===== config.mk =====
export PLATFORM = sky130hd
export DESIGN_NAME = sdf_top
export DESIGN_NICKNAME = d
export VERILOG_FILES = /design/src/common/sdf_pkg.sv /design/src/verilog/sdf_top.sv
export SDC_FILE = /design/constraint.sdc
export NUM_CORES = 2
export LEC_CHECK = 0
export CAP_MARGIN = 10
export CORE_ASPECT_RATIO = 0.75
export CORE_UTILIZATION = 61
export DETAILED_ROUTE_END_ITERATION = 8
export DONT_BUFFER_PORTS = 1
export PLACE_DENSITY = 0.87
export SYNTH_ARGS = -nofsm -noshare
export SYNTH_HDL_FRONTEND = slang
export SYNTH_SLANG_ARGS = --single-unit

===== constraint.sdc =====
create_clock -name aclk -period 39.4 [get_ports aclk]
set_input_delay 7.88 -clock aclk [delete_from_list [all_inputs] [get_ports aclk]]
set_output_delay 7.88 -clock aclk [all_outputs]
set_load 0.02 [all_outputs]

===== src/common/sdf_pkg.sv =====
// Package with the register map, field layout, timing constants and types of the sigma-delta filter unit.
package sdf_pkg;
  // ---------------------------------------------------------------
  // Register byte offsets
  // ---------------------------------------------------------------
  localparam logic [7:0] SDF_CTRL_OFS   = 8'h00;
  localparam logic [7:0] SDF_RATIO_OFS  = 8'h04;
  localparam logic [7:0] SDF_PAR_OFS    = 8'h08;
  localparam logic [7:0] SDF_OFFS_OFS   = 8'h0c;
  localparam logic [7:0] SDF_WDHI_OFS   = 8'h10;
  localparam logic [7:0] SDF_WDLO_OFS   = 8'h14;
  localparam logic [7:0] SDF_MON_OFS    = 8'h18;
  localparam logic [7:0] SDF_SKIP_OFS   = 8'h1c;
  localparam logic [7:0] SDF_STAT_OFS   = 8'h20;
  localparam logic [7:0] SDF_DATA_OFS   = 8'h24;
  localparam logic [7:0] SDF_MAX_OFS    = 8'h28;
  localparam logic [7:0] SDF_MIN_OFS    = 8'h2c;
  // ---------------------------------------------------------------
  // Field positions and reset values
  // ---------------------------------------------------------------
  localparam int SDF_EN_BIT     = 0;
  localparam int SDF_SRC_LSB    = 1;
  localparam int SDF_EDGE_BIT   = 3;
  localparam int SDF_CHSEL_BIT  = 4;
  localparam int SDF_INTEN_BIT  = 5;
  localparam int SDF_WDRAW_BIT  = 6;
  localparam int SDF_DIV_LSB    = 8;
  localparam int SDF_ORD_LSB    = 16;
  localparam int SDF_SHIFT_LSB  = 24;
  localparam int SDF_WDBRK_BIT  = 29;
  localparam int SDF_SCBRK_BIT  = 30;
  localparam int SDF_INTEGRATOR_OVERSAMPLING_RATIO_LSB   = 16;
  localparam int SDF_WFORD_LSB  = 8;
  localparam int SDF_SHORT_DETECT_THRESHOLD_LSB   = 16;
  localparam int SDF_ST_VALID   = 0;
  localparam int SDF_ST_CKABS   = 1;
  localparam int SDF_ST_WD      = 2;
  localparam int SDF_ST_SCD     = 3;
  localparam logic [31:0] SDF_CTRL_RST = 32'h0001_0300;
  localparam logic [23:0] SDF_MAX_RST  = 24'h80_0000;
  localparam logic [23:0] SDF_MIN_RST  = 24'h7f_ffff;
  localparam logic [1:0]  SDF_RESP_OK  = 2'h0;
  localparam logic [1:0]  SDF_RESP_DEC = 2'h3;
  // ---------------------------------------------------------------
  // Timing
  // ---------------------------------------------------------------
  localparam int SDF_CLK_MHZ      = 100;
  localparam int SDF_CKABS_NS     = 2000;
  localparam int SDF_CKABS_CYC    = SDF_CKABS_NS * SDF_CLK_MHZ / 1000;
  // ---------------------------------------------------------------
  // Types
  // ---------------------------------------------------------------
  typedef enum logic [1:0] {SRC_SPI_EXT = 2'h0, SRC_SPI_INT = 2'h1, SRC_MANCH = 2'h2, SRC_PAR = 2'h3} sdf_src_t;
  typedef enum logic [1:0] {ST_IDLE = 2'h0, ST_FILL = 2'h1, ST_RUN = 2'h3} sdf_state_t;
  typedef struct packed {
    logic [4:0][31:0] integ;
    logic [4:0][31:0] dly;
    logic [9:0]       cnt;
  } sdf_cic_t;
  typedef struct packed {
    logic        awvalid;
    logic [7:0]  awaddr;
    logic        wvalid;
    logic [31:0] wdata;
    logic [3:0]  wstrb;
    logic        bready;
    logic        arvalid;
    logic [7:0]  araddr;
    logic        rready;
  } sdf_axi_req_t;
  typedef struct packed {
    logic        awready;
    logic        wready;
    logic        bvalid;
    logic [1:0]  bresp;
    logic        arready;
    logic        rvalid;
    logic [31:0] rdata;
    logic [1:0]  rresp;
  } sdf_axi_rsp_t;
endpackage


===== src/verilog/sdf_top.sv =====
// Sigma-delta filter unit: serial/parallel input, sinc filter, integrator, output stage and detectors.
// What this block does
// RULE1 - SPI or Manchester input, selectable edge
// RULE2 - Accepts microphone pulse-density one-bit streams
// RULE3 - Two channels share pins, opposite edges
// RULE4 - Clock from input pin or internal generator
// RULE5 - Manchester recovers clock from data alone
// RULE6 - Flag missing serial clock for interrupt
// RULE7 - Skipper discards programmed number of samples
// RULE8 - Bus-written 16-bit parallel input feeds filter
// RULE9 - Sinc orders one to five, fast variant
// RULE10 - Oversampling ratio programmable per order range
// RULE11 - Filter arithmetic is 32 bits wide
// RULE12 - Integrator sums 1 to 256 filter outputs
// RULE13 - Output right shift fits 24-bit result
// RULE14 - Signed 24-bit offset added to results
// RULE15 - All arithmetic in two's complement
// RULE16 - Watchdog limits raise flag or break
// RULE17 - Watchdog watches output or raw filtered stream
// RULE18 - Short detector counts identical bits, 1-256
// RULE19 - Short event fires when run reaches threshold
// RULE20 - Short event flags and/or drives break
// RULE21 - Track running minimum and maximum of results
// RULE22 - Reading extremes register reloads and restarts
// RULE23 - Filter emits one output per ratio inputs
// RULE24 - First result after order times ratio inputs
// RULE25 - Output shift is arithmetic, keeps sign
`timescale 1ns/1ps
module sdf_top import sdf_pkg::*; #(
  parameter int CKABS_LIMIT = SDF_CKABS_CYC
) (
  // Clock and reset
  input  wire logic         aclk,
  input  wire logic         aresetn,
  // Register bus
  input  wire sdf_axi_req_t axi_req,
  output sdf_axi_rsp_t      axi_rsp,
  // Modulator link
  input  wire logic         serial_data_in_pin,
  input  wire logic         serial_clock_in_pin,
  output logic              modulator_clock_out_pin,
  // Events and breaks
  output logic              result_valid,
  output logic              watchdog_break,
  output logic              short_break
);
  typedef struct packed {
    logic [31:0] ctrl, ratio, mon, wdhi, wdlo;
    logic [23:0] ofs, data, maxv, minv;
    logic [3:0]  st;
    logic [7:0]  skip;
    logic        ck_s1, ck_s2, ck_d, dt_s1, dt_s2, dt_d;
    logic [7:0]  div;
    logic        ckout;
    logic [11:0] mtim;
    logic        mbit;
    logic [15:0] ckabs;
    sdf_state_t  state;
    logic [2:0]  fill;
    sdf_cic_t    cic, wcic;
    logic [31:0] acc;
    logic [7:0]  icnt;
    logic        lastbit;
    logic [8:0]  run;
    logic        bvalid, rvalid;
    logic [31:0] rdata;
    logic [1:0]  bresp, rresp;
    logic        rvld_o;
  } sdf_regs_t;

  sdf_regs_t r_reg, r_next;
  logic signed [31:0] res_full, filt_y, wd_y, x_in, ival;
  logic               dec, wdec, stb, stb_raw, res_stb, scd_evt, wd_evt, wr_go, rd_go, int_out;
  logic               sbit;
  logic [2:0]         ord, word;
  sdf_src_t           src;

  // ---------------------------------------------------------------
  // Shared arithmetic
  // ---------------------------------------------------------------
  // Integrators run at the input rate, combs at the decimated rate; wrap-around is harmless in a CIC.
  function automatic void cic_step(input sdf_cic_t s, input logic signed [31:0] x, input logic [2:0] o,
                                   input logic [9:0] osr_m1, output sdf_cic_t n, output logic d,
                                   output logic signed [31:0] y);
    logic signed [31:0] v;
    n = s;
    d = 1'b0;
    y = '0;
    v = '0;
    n.integ[0] = s.integ[0] + x; // RULE11
    for (int k = 1; k < 5; k++) begin
      n.integ[k] = s.integ[k] + n.integ[k-1];
    end
    if (s.cnt >= osr_m1) begin
      n.cnt = '0;
      d = 1'b1; // RULE23
      v = n.integ[o - 3'd1]; // RULE9
      for (int k = 0; k < 5; k++) begin
        if (k < int'(o)) begin
          n.dly[k] = v;
          v = v - s.dly[k];
        end
      end
      y = v;
    end else begin
      n.cnt = s.cnt + 10'd1; // RULE10
    end
  endfunction

  function automatic logic [2:0] map_order(input logic [2:0] f);
    // Code 0 selects the fast variant, built here as a second-order stage.
    if (f == 3'd0) begin
      map_order = 3'd2;
    end else if (f > 3'd5) begin
      map_order = 3'd5;
    end else begin
      map_order = f;
    end
  endfunction

  // ---------------------------------------------------------------
  // Next-state logic
  // ---------------------------------------------------------------
  always_comb begin
    logic        rise, fall, s0, s1, trans, en, wsel, rsel, fdone;
    logic [11:0] half;
    logic [7:0]  waddr, raddr;
    logic [3:0]  set, clr;
    sdf_cic_t    c_n, w_n;
    logic signed [31:0] wdv;
    r_next = r_reg;
    rise = 1'b0;
    fall = 1'b0;
    s0 = 1'b0;
    s1 = 1'b0;
    trans = 1'b0;
    wsel = 1'b0;
    rsel = 1'b0;
    fdone = 1'b0;
    wdv = '0;
    set = '0;
    clr = '0;
    c_n = r_reg.cic;
    w_n = r_reg.wcic;
    en = r_reg.ctrl[SDF_EN_BIT];
    src = sdf_src_t'(r_reg.ctrl[SDF_SRC_LSB +: 2]);
    ord = map_order(r_reg.ctrl[SDF_ORD_LSB +: 3]);
    word = (r_reg.mon[SDF_WFORD_LSB +: 2] == 2'd0) ? 3'd1 : {1'b0, r_reg.mon[SDF_WFORD_LSB +: 2]};
    half = {4'h0, r_reg.ctrl[SDF_DIV_LSB +: 8]} + 12'd1;
    waddr = axi_req.awaddr;
    raddr = axi_req.araddr;
    wr_go = axi_req.awvalid && axi_req.wvalid && !r_reg.bvalid;
    rd_go = axi_req.arvalid && !r_reg.rvalid;
    stb = 1'b0;
    stb_raw = 1'b0;
    sbit = 1'b0;
    x_in = '0;
    dec = 1'b0;
    wdec = 1'b0;
    filt_y = '0;
    wd_y = '0;
    res_stb = 1'b0;
    res_full = '0;
    ival = '0;
    int_out = 1'b0;
    scd_evt = 1'b0;
    wd_evt = 1'b0;
    // Pins pass two flops; edges and transitions compare the second with a third, delayed copy of it.
    r_next.ck_s1 = serial_clock_in_pin;
    r_next.ck_s2 = r_reg.ck_s1;
    r_next.ck_d = r_reg.ck_s2;
    r_next.dt_s1 = serial_data_in_pin;
    r_next.dt_s2 = r_reg.dt_s1;
    r_next.dt_d = r_reg.dt_s2;
    // Clock source and sample strobes.
    if (src == SRC_SPI_INT && en) begin
      if (r_reg.div >= r_reg.ctrl[SDF_DIV_LSB +: 8]) begin
        r_next.div = '0;
        r_next.ckout = !r_reg.ckout; // RULE4
        rise = !r_reg.ckout;
        fall = r_reg.ckout;
      end else begin
        r_next.div = r_reg.div + 8'd1;
      end
    end else begin
      r_next.div = '0;
      r_next.ckout = 1'b0;
      rise = r_reg.ck_s2 && !r_reg.ck_d; // RULE4
      fall = !r_reg.ck_s2 && r_reg.ck_d;
    end
    s0 = r_reg.ctrl[SDF_EDGE_BIT] ? fall : rise; // RULE1
    s1 = r_reg.ctrl[SDF_EDGE_BIT] ? rise : fall; // RULE3
    // Manchester: a transition later than one and a half half-bits after the last accepted one is a mid-bit.
    trans = r_reg.dt_s2 ^ r_reg.dt_d;
    if (r_reg.mtim != 12'hfff) begin
      r_next.mtim = r_reg.mtim + 12'd1;
    end
    if (src == SRC_MANCH) begin
      if (trans && ({r_reg.mtim, 1'b0} > {1'b0, half} + {half, 1'b0})) begin
        r_next.mtim = '0;
        stb_raw = 1'b1; // RULE5
        sbit = r_reg.dt_s2;
      end
    end else if (src != SRC_PAR) begin
      stb_raw = r_reg.ctrl[SDF_CHSEL_BIT] ? s1 : s0; // RULE2
      sbit = r_reg.dt_s2;
    end
    // Clock presence, meaningful only when the modulator supplies the clock.
    if (rise || fall || src != SRC_SPI_EXT || !en) begin
      r_next.ckabs = '0;
    end else if (r_reg.ckabs != 16'hffff) begin
      r_next.ckabs = r_reg.ckabs + 16'd1;
    end
    if (en && src == SRC_SPI_EXT && r_reg.ckabs == 16'(CKABS_LIMIT)) begin
      set[SDF_ST_CKABS] = 1'b1; // RULE6
    end
    // Pulse skipper drops samples before every consumer.
    stb = stb_raw && en;
    if (stb && r_reg.skip != 8'd0) begin
      r_next.skip = r_reg.skip - 8'd1; // RULE7
      stb = 1'b0;
    end
    x_in = sbit ? 32'sd1 : -32'sd1; // RULE15
    if (src == SRC_PAR) begin
      stb = en && wr_go && waddr == SDF_PAR_OFS; // RULE8
      x_in = {{16{axi_req.wdata[15]}}, axi_req.wdata[15:0]};
    end
    // Short-circuit detector on the one-bit stream.
    if (stb && src != SRC_PAR) begin
      r_next.lastbit = sbit;
      if (sbit == r_reg.lastbit && r_reg.run != 9'h1ff) begin
        r_next.run = r_reg.run + 9'd1; // RULE18
      end else if (sbit != r_reg.lastbit) begin
        r_next.run = 9'd1;
      end
      if (r_next.run == {1'b0, r_reg.mon[SDF_SHORT_DETECT_THRESHOLD_LSB +: 8]} + 9'd1 && r_next.run != r_reg.run) begin
        scd_evt = 1'b1; // RULE19
      end
    end
    if (scd_evt) begin
      set[SDF_ST_SCD] = 1'b1; // RULE20
    end
    // Main filter with fill phase.
    if (stb) begin
      cic_step(r_reg.cic, x_in, ord, r_reg.ratio[9:0], c_n, dec, filt_y);
      r_next.cic = c_n;
    end
    case (r_reg.state)
      ST_IDLE: begin
        r_next.cic = '0;
        r_next.fill = '0;
        r_next.acc = '0;
        r_next.icnt = '0;
        if (en) begin
          r_next.state = ST_FILL;
        end
      end
      ST_FILL: begin
        if (dec) begin
          r_next.fill = r_reg.fill + 3'd1;
          if (r_reg.fill + 3'd1 >= ord) begin
            r_next.state = ST_RUN; // RULE24
            fdone = 1'b1;
          end
        end
      end
      ST_RUN: begin
        fdone = dec;
      end
      default: r_next.state = ST_IDLE;
    endcase
    // The decimation that fills the last comb stage already carries a valid result.
    if (fdone) begin
      ival = r_reg.acc + filt_y; // RULE12
      if (!r_reg.ctrl[SDF_INTEN_BIT] || r_reg.icnt >= r_reg.ratio[SDF_INTEGRATOR_OVERSAMPLING_RATIO_LSB +: 8]) begin
        int_out = 1'b1;
        r_next.acc = '0;
        r_next.icnt = '0;
      end else begin
        r_next.acc = ival;
        r_next.icnt = r_reg.icnt + 8'd1;
      end
    end
    if (!en) begin
      r_next.state = ST_IDLE;
    end
    if (int_out) begin
      // An unsigned offset operand would turn the arithmetic shift into a logical one.
      res_full = (ival >>> r_reg.ctrl[SDF_SHIFT_LSB +: 5]) + $signed({{8{r_reg.ofs[23]}}, r_reg.ofs}); // RULE13 RULE14 RULE25
      res_stb = 1'b1;
      r_next.data = res_full[23:0];
      set[SDF_ST_VALID] = 1'b1;
    end
    // Raw-stream monitor filter.
    if (stb && src != SRC_PAR) begin
      cic_step(r_reg.wcic, x_in, word, {5'h0, r_reg.mon[4:0]}, w_n, wdec, wd_y); // RULE17
      r_next.wcic = w_n;
    end
    if (r_reg.ctrl[SDF_WDRAW_BIT] ? wdec : res_stb) begin
      wdv = r_reg.ctrl[SDF_WDRAW_BIT] ? wd_y : {{8{res_full[23]}}, res_full[23:0]};
      wd_evt = $signed(wdv) > $signed(r_reg.wdhi) || $signed(wdv) < $signed(r_reg.wdlo); // RULE16
    end
    if (wd_evt) begin
      set[SDF_ST_WD] = 1'b1;
    end
    // ---------------------------------------------------------------
    // Register bus
    // ---------------------------------------------------------------
    if (r_reg.bvalid && axi_req.bready) begin
      r_next.bvalid = 1'b0;
    end
    if (r_reg.rvalid && axi_req.rready) begin
      r_next.rvalid = 1'b0;
    end
    if (wr_go) begin
      r_next.bvalid = 1'b1;
      r_next.bresp = SDF_RESP_OK;
      wsel = 1'b1;
      case (waddr)
        SDF_CTRL_OFS:  r_next.ctrl = axi_req.wdata;
        SDF_RATIO_OFS: r_next.ratio = axi_req.wdata;
        SDF_PAR_OFS:   r_next.bresp = SDF_RESP_OK;
        SDF_OFFS_OFS:  r_next.ofs = axi_req.wdata[23:0];
        SDF_WDHI_OFS:  r_next.wdhi = axi_req.wdata;
        SDF_WDLO_OFS:  r_next.wdlo = axi_req.wdata;
        SDF_MON_OFS:   r_next.mon = axi_req.wdata;
        SDF_SKIP_OFS:  r_next.skip = axi_req.wdata[7:0];
        SDF_STAT_OFS:  clr = axi_req.wdata[3:0];
        default:       r_next.bresp = SDF_RESP_DEC;
      endcase
    end
    // Reading the result clears its valid flag; a new result in the same cycle still sets it.
    if (rd_go) begin
      r_next.rvalid = 1'b1;
      r_next.rresp = SDF_RESP_OK;
      rsel = 1'b1;
      case (raddr)
        SDF_CTRL_OFS:  r_next.rdata = r_reg.ctrl;
        SDF_RATIO_OFS: r_next.rdata = r_reg.ratio;
        SDF_OFFS_OFS:  r_next.rdata = {8'h00, r_reg.ofs};
        SDF_WDHI_OFS:  r_next.rdata = r_reg.wdhi;
        SDF_WDLO_OFS:  r_next.rdata = r_reg.wdlo;
        SDF_MON_OFS:   r_next.rdata = r_reg.mon;
        SDF_SKIP_OFS:  r_next.rdata = {24'h0, r_reg.skip};
        SDF_STAT_OFS:  r_next.rdata = {28'h0, r_reg.st};
        SDF_DATA_OFS: begin
          r_next.rdata = {{8{r_reg.data[23]}}, r_reg.data};
          clr[SDF_ST_VALID] = 1'b1;
        end
        SDF_MAX_OFS: begin
          r_next.rdata = {{8{r_reg.maxv[23]}}, r_reg.maxv};
          r_next.maxv = SDF_MAX_RST; // RULE22
        end
        SDF_MIN_OFS: begin
          r_next.rdata = {{8{r_reg.minv[23]}}, r_reg.minv};
          r_next.minv = SDF_MIN_RST; // RULE22
        end
        default: begin
          r_next.rdata = '0;
          r_next.rresp = SDF_RESP_DEC;
        end
      endcase
    end
    if (res_stb) begin
      if ($signed(res_full[23:0]) > $signed(r_next.maxv)) begin
        r_next.maxv = res_full[23:0]; // RULE21
      end
      if ($signed(res_full[23:0]) < $signed(r_next.minv)) begin
        r_next.minv = res_full[23:0]; // RULE21
      end
    end
    r_next.st = (r_reg.st & ~clr) | set;
    r_next.rvld_o = res_stb;
  end

  // ---------------------------------------------------------------
  // State register and outputs
  // ---------------------------------------------------------------
  always_ff @(posedge aclk) begin
    if (!aresetn) begin
      r_reg <= '0;
      r_reg.ctrl <= SDF_CTRL_RST;
      r_reg.maxv <= SDF_MAX_RST;
      r_reg.minv <= SDF_MIN_RST;
      r_reg.state <= ST_IDLE;
    end else begin
      r_reg <= r_next;
    end
  end

  assign modulator_clock_out_pin = r_reg.ckout;
  assign result_valid = r_reg.rvld_o;
  assign watchdog_break = r_reg.st[SDF_ST_WD] && r_reg.ctrl[SDF_WDBRK_BIT]; // RULE16
  assign short_break = r_reg.st[SDF_ST_SCD] && r_reg.ctrl[SDF_SCBRK_BIT]; // RULE20
  assign axi_rsp = '{awready: wr_go, wready: wr_go, bvalid: r_reg.bvalid, bresp: r_reg.bresp,
                     arready: rd_go, rvalid: r_reg.rvalid, rdata: r_reg.rdata, rresp: r_reg.rresp};

  function automatic logic en_chk();
    en_chk = r_reg.ctrl[SDF_EN_BIT];
  endfunction
endmodule


# --- Yosys cells after proc, flatten, opt, wreduce, memory -nomap -nowiden ---
# Index checks and enable logic that the tools add are counted.
totals:
  out_inout_bits: 45
  ff_bits: 1065
op_classes:
  muxes: 109
  reduce_logical: 69
  bitwise: 7
  n_eq_ne: 34
  n_shift: 1
  n_addsub: 36
  magnitude_cmp: 23
op_table:
  columns: ["cell", "count"]
  rows:
  - ["$mux 32", 36]
  - ["$add 32x32->32", 11]
  - ["$pmux 32 s11", 1]
  - ["$sub 32x32->32", 10]
  - ["$bmux 32 s3", 2]
  - ["$mux 24", 5]
  - ["$mux 40", 3]
  - ["$mux 48", 2]
  - ["$eq 8x5->1 const B", 8]
  - ["$eq 8x6->1 const B", 5]
  - ["$mux 1", 36]
  - ["$mux 12", 3]
  - ["$mux 33", 1]
  - ["$reduce_and 3->1", 11]
  - ["$gt 32x32->1", 1]
  - ["$lt 32x32->1", 1]
  - ["$sshr 32x5->24", 1]
  - ["$mux 9", 3]
  - ["$add 24x24->24", 1]
  - ["$eq 8x4->1 const B", 3]
  - ["$gt 24x24->1", 1]
  - ["$lt 24x24->1", 1]
  - ["$mux 8", 3]
  - ["$add 10x1->10 const B", 2]
  - ["other kinds (61)", 128]

# --- Depth between registers and ports, before layout ---
logic_depth:
  ltp_word: 46
  depth_mapped: 152

# --- Worst setup path before layout ---
# OpenSTA, ideal clock, no wires.
synth_timing:
  kind: "input-to-reg"
  startpoint: "in axi_req[15] in the netlist's numbering"
  endpoint: "reg r_reg[808] in the netlist's numbering"
  path_stages: 121
  path_buffers: 1
  required_time_ns: 39.272
  setup_slack_ns: 10.058
  t_arrival_ns: 29.215
  path_cell_list: "clkbuf_1 > or2_2 > ha_1 > inv_1 > fa_1 > nor2b_1 > o21ai_0 > a21boi_0 > o21ai_0 > a21boi_0 > o21ai_0 > a21boi_0 > o21ai_0 > a21boi_0 > o21ai_0 > nand2_1 > a21o_1 > a21oi_1 > (+85 left out) > o21bai_1 > a21oi_1 > xor2_1 > xnor2_1 > nand2b_4 > o21ai_0 > ha_1 > a21o_1 > a21oi_1 > nor2b_1 > o21ai_0 > nand2b_1 > a21oi_1 > nor2_1 > a2111oi_0 > nand3b_1 > a221oi_1 > a21oi_1"
synth_between:
  elab_chain_cells: 39
  word_cells_on_any_way: 67
  cone_classes: "add/sub (22); order compare (2); shift (1); mux (40); bitwise (1); reduce/logical (1)"
synth_lines:
  columns: ["element", "line_no", "text"]
  rows:
  - ["from (decl)", "sdf_top.sv:36", "input wire sdf_axi_req_t axi_req,"]
  - ["$mux 32 (*)", "sdf_top.sv:224", "if (src == SRC_PAR) begin"]
  - ["$add 32x32->32", "sdf_top.sv:90", "n.integ[0] = s.integ[0] + x;"]
  - ["$add 32x32->32 (4 in series)", "sdf_top.sv:92", "n.integ[k] = s.integ[k] + n.integ[k-1];"]
  - ["$bmux 32 s3", "sdf_top.sv:97", "v = n.integ[o - 3'd1];"]
  - ["$mux 32 (not written as such)", "sdf_top.sv:97", null]
  - ["$sub 32x32->32", "sdf_top.sv:101", "v = v - s.dly[k];"]
  - ["$mux 32", "sdf_top.sv:99", "if (k < int'(o)) begin"]
  - ["$mux 32", "sdf_top.sv:94", "if (s.cnt >= osr_m1) begin"]
  - ["(+20 left out)", null, null]
  - ["$add 24x24->24", "sdf_top.sv:289", "res_full = (ival >>> r_reg.ctrl[SDF_SHIFT_LSB +: 5]) + $signed({{8{r_reg.ofs[23]}}, r_reg.ofs});"]
  - ["$mux 24", "sdf_top.sv:287", "if (int_out) begin"]
  - ["$mux 32 (*)", "sdf_top.sv:300", "wdv = r_reg.ctrl[SDF_WDRAW_BIT] ? wd_y : {{8{res_full[23]}}, res_full[23:0]};"]
  - ["$gt 32x32->1 / $lt 32x32->1 (equally long branches)", "sdf_top.sv:301", "wd_evt = $signed(wdv) > $signed(r_reg.wdhi) || $signed(wdv) < $signed(r_reg.wdlo);"]
  - ["$logic_or 1x1->1 (*)", "sdf_top.sv:301", null]
  - ["$mux 1 (*)", "sdf_top.sv:299", "if (r_reg.ctrl[SDF_WDRAW_BIT] ? wdec : res_stb) begin"]
  - ["$mux 1 (*)", "sdf_top.sv:303", "if (wd_evt) begin"]
  - ["$or 4x4->4 (*)", "sdf_top.sv:372", "r_next.st = (r_reg.st & ~clr) | set;"]
  - ["to (signal assigned)", "sdf_top.sv:387", "r_reg <= r_next;"]
  - ["to (decl)", "sdf_top.sv:71", "sdf_regs_t r_reg, r_next;"]
# Every way passes the cells marked *; elsewhere a longest branch is shown, timed or not. The select of a mux whose other input is x is not followed.
# A chain may end at the register's enable or synchronous reset.

# --- Final worst setup path ---
# Same ends and word-level chain as after synthesis.

==> summary.md <==
| Metric | Value |
|---|---|
| Initial antenna violation count | `12` |
| Routed WL | `217 mm` |
| Core ar. | `0.114 mm2` |
| Sw Ratio | `26.2%` |
| Final Cycle Share | `88.3%` |
| Clock share of power | `46.7%` |
| Yosys warning count | `0` |
| H-tree depth | `3` |
| Net Switching | `0.588 mW` |
| Buf/Inv on CP | `5` |
| Synth top cells by count | `1522 x nand2_1, 1121 x a21oi_1, 935 x dfxtp_1` |
| Number of flip-flops under the largest register name | `893` |
| Top Family by Delay on Critical Path | `compound AO/OA/AOI/OAI gates` |
| DR WL/cell | `20.0 um` |
| I/O pin cnt | `106` |
| Post-synthesis cell type count | `95` |
| Main combinational cell family by area after synthesis | `compound AO/OA/AOI/OAI gates` |
| Vias per inst | `6.34` |
| Synthesized-area fraction occupied by adder cells | `13.4%` |
| Antenna Nets Post-Route | `0` |
| Crit path DAT | `35.39 ns` |
| Sequential share of power | `42.4%` |
| Synth Instances | `9552` |
| Most common cell on crit path | `a21oi_1` |
| Vias in the first global route | `63972` |
| Critical Path Sink Type | `flip-flop` |
| RSZ-0062 raised after global routing | `false` |
| Clk_skew | `0.0339 ns` |
| Sequential-to-total area share from yosys stat | `26.5%` |
| Startpoint class of the critical path | `input port` |
| Avg Inst Size Synth | `7.41 um2` |
| Setup bufs post-CTS | `0` |
| Share of the synthesized area in the top cell type | `26.5%` |
| Die width | `395 um` |
| Slew @ Worst Pin | `1.30 ns` |
| CP max FO | `9` |
| Clock Tree Buf Depth | `3` |
| Synth async-reset ratio | `0%` |
| CTS tree | `done` |
| Compound-Gate Fraction of Synth Area | `23.3%` |
| Die ar. | `0.117 mm2` |
| EDFF count, synth | `0` |
| Combinational share of power | `10.9%` |
| Post-Route Setup TNS | `0 ns` |
| PortBufs | `0` |
| Max-slew headroom | `12.1%` |
| Layout Nets | `10049` |
| Netlist Area Pre-Place | `0.0707 mm2` |
| Share of layout cells above drive strength 1 | `4.43%` |
| Hold buffer count at CTS | `0` |
| DRT iter0 DRCs | `8912` |
| Total number of vias | `68790` |
| Fmax | `28.8 MHz` |
| Post-CTS Resized | `0` |
| Ys flop type | `dfxtp_1` |
| Worst Path Required | `40.01 ns` |
| Final non-filler cell total | `10847` |
| Latest clock arrival within the worst-skew pair | `0.74 ns` |
| Placer Congestion | `0.997` |
| Pre-CTS setup slack | `5.09 ns` |
| N_diodes | `0` |
| Largest net degree at the start of global routing | `212` |
| Final worst path period need | `34.78 ns` |
| GRT overflow | `0` |
| Final Instance Area | `0.0750 mm2` |
| # rows | `107` |
| Worst path max stage delay | `1.02 ns` |
| Endpoints failing setup | `0` |
| CTS Buf Count | `98` |
| Num Clock Sinks | `935` |
| Critical path class | `in -> reg` |
| Slack of the critical path | `4.62 ns` |
| Syn-to-layout area delta | `6.07%` |
| Simple-gate share of the synthesized area | `20.2%` |
| Clk slew on worst S/H paths | `0.07 ns` |
| Die height | `297 um` |
| Internal power | `1.66 mW` |
| Mux cell area share after synthesis | `3.02%` |
| Status | `finished, violations left` |
| CP max-delay cell | `xnor2_1` |
| Syn Nets | `10361` |
| Root buffer cell | `clkbuf_16` |
| Synthesized flop and latch total | `935` |
| Final-report max-slew violation count | `0` |
| Total power | `2.24 mW` |
| DRT Pass-1 Iters | `9` |
| First-pass GRT wire length | `340 mm` |
| Maximum vdd drop | `0.0343 mV` |
| DRC | `1` |
| Hold WC Path Type | `reg -> reg` |
| Initial Util | `61.9%` |
| Dpl cells | `10664` |
| HPWL after DPL | `155 mm` |
| DP Area | `0.0714 mm2` |
| Synth area leader | `dfxtp_1` |
| Total GRT Usage | `35.4%` |
| Leakage | `29.5 nW` |
| PD cells | `29.9 mW/mm2` |
| Failing checks | `design-rule violations` |
| Synth top area cells | `dfxtp_1 26%, ha_1 13%, nand2_1 8.1%` |
| Max-Cap Viols | `0` |
| XOR/XNOR Fraction of Synth Area | `7.00%` |
| Most frequent cell after synthesis | `nand2_1` |
| Final Hold Viols | `0` |
[logic make-up after synthesis]
logic type | count (synthesis)
buffers and inverters | 1191
DFF | 935
AOI/OAI and AO/OA | 2655
xor gates and xnor gates | 556
adders and majority gates | 748
muxes | 172
and+or+nand+nor | 3295
[worst reg2reg max path, delay by kind of cell (launching register included)]
| kind | cells | cell delay, ns |
|---|---|---|
| multiplexers | 4 | 1.24 |
| XOR/XNOR | 12 | 3.71 |
| flip-flops | 1 | 0.56 |
| buffers and inverters | 9 | 1.20 |
| AO/OA/AOI/OAI | 66 | 14.80 |
| AND/OR/NAND/NOR | 33 | 5.78 |
| adder cells (fa/ha/maj) | 15 | 5.36 |
[path summary, 6_finish.rpt]
| path | start | endpoint | slack [ns] | cells after the start |
|---|---|---|---|---|
| max | axi_req[15] | r_reg[808] | 4.62 | 119 |
| max reg2reg | r_reg[1042] | r_reg[808] | 6.64 | 139 |
| min reg2reg | r_next[793] | r_next[792] | 0.43 | 1 |
| min | r_next[793] | r_next[792] | 0.43 | 1 |
[layout make-up]
type | instances | area, um2
clock buffer | 127 | 2780
clock inverter | 54 | 808
fill | 9326 | 39300
inverter | 699 | 2630
multi-input combinational | 7426 | 47500
sequential | 935 | 18700
tap | 1526 | 1910
timing repair buffer | 80 | 646
[power by group through the flow]
stage	clock network (mW)	registers (mW)	logic (mW)
6_report	1.05	0.951	0.244
5_1_grt	1.09	0.950	0.266
4_1_cts	1.05	0.951	0.237
3_5_place_dp	0	0.972	0.234
3_3_place_gp	0	0.972	0.223
2_1_floorplan	0	0.969	0.188
[metal layers]
| metal | global-route usage, % | routed length (um) | vias up | part of all wire (%) |
|---|---|---|---|---|
| met2 | 53.5 | 91400 | 3735 | 42 |
| met4 | 11.1 | 6870 | 12 | 3.2 |
| met5 | 0 | 94 | - | 0.043 |
| met3 | 9.02 | 27300 | 512 | 13 |
| li1 | - | - | 32540 | - |
| met1 | 49.0 | 91500 | 31991 | 42 |
[cells in the final DEF (no fill, tap or decap), drive strengths merged, types with 22 or more instances in the layout]
cell type,n
a31oi,86
a21o,190
or2,32
mux2,30
a22o,43
and3,88
nand3b,22
a21oi,1121
nand2,1523
a21boi,47
nor2,910
mux4,30
a22oi,63
and2,66
o31ai,32
buf,80
clkinv,31
a221oi,46
xnor2,384
o21a,78
nor2b,91
nor3,154
o21bai,77
o21ai,402
a222oi,36
clkbuf,127
a211oi,211
o211ai,35
or3,58
nand3,145
nand2b,95
mux2i,112
inv,700
dfxtp,935
ha,729
nand4,52
xor2,168
[stage by stage]
| step | util, % | hold slack, ns |
|---|---|---|
| finish | 65.6 | 0.434 |
| global route | 65.6 | 0.460 |
| CTS | 65.6 | 0.436 |
| detailed placement | 62.5 | 0.421 |
| global placement | 62.5 | 0.413 |
| floorplan | - | 0.412 |
Note: power is estimated with default switching activity, not from simulation.
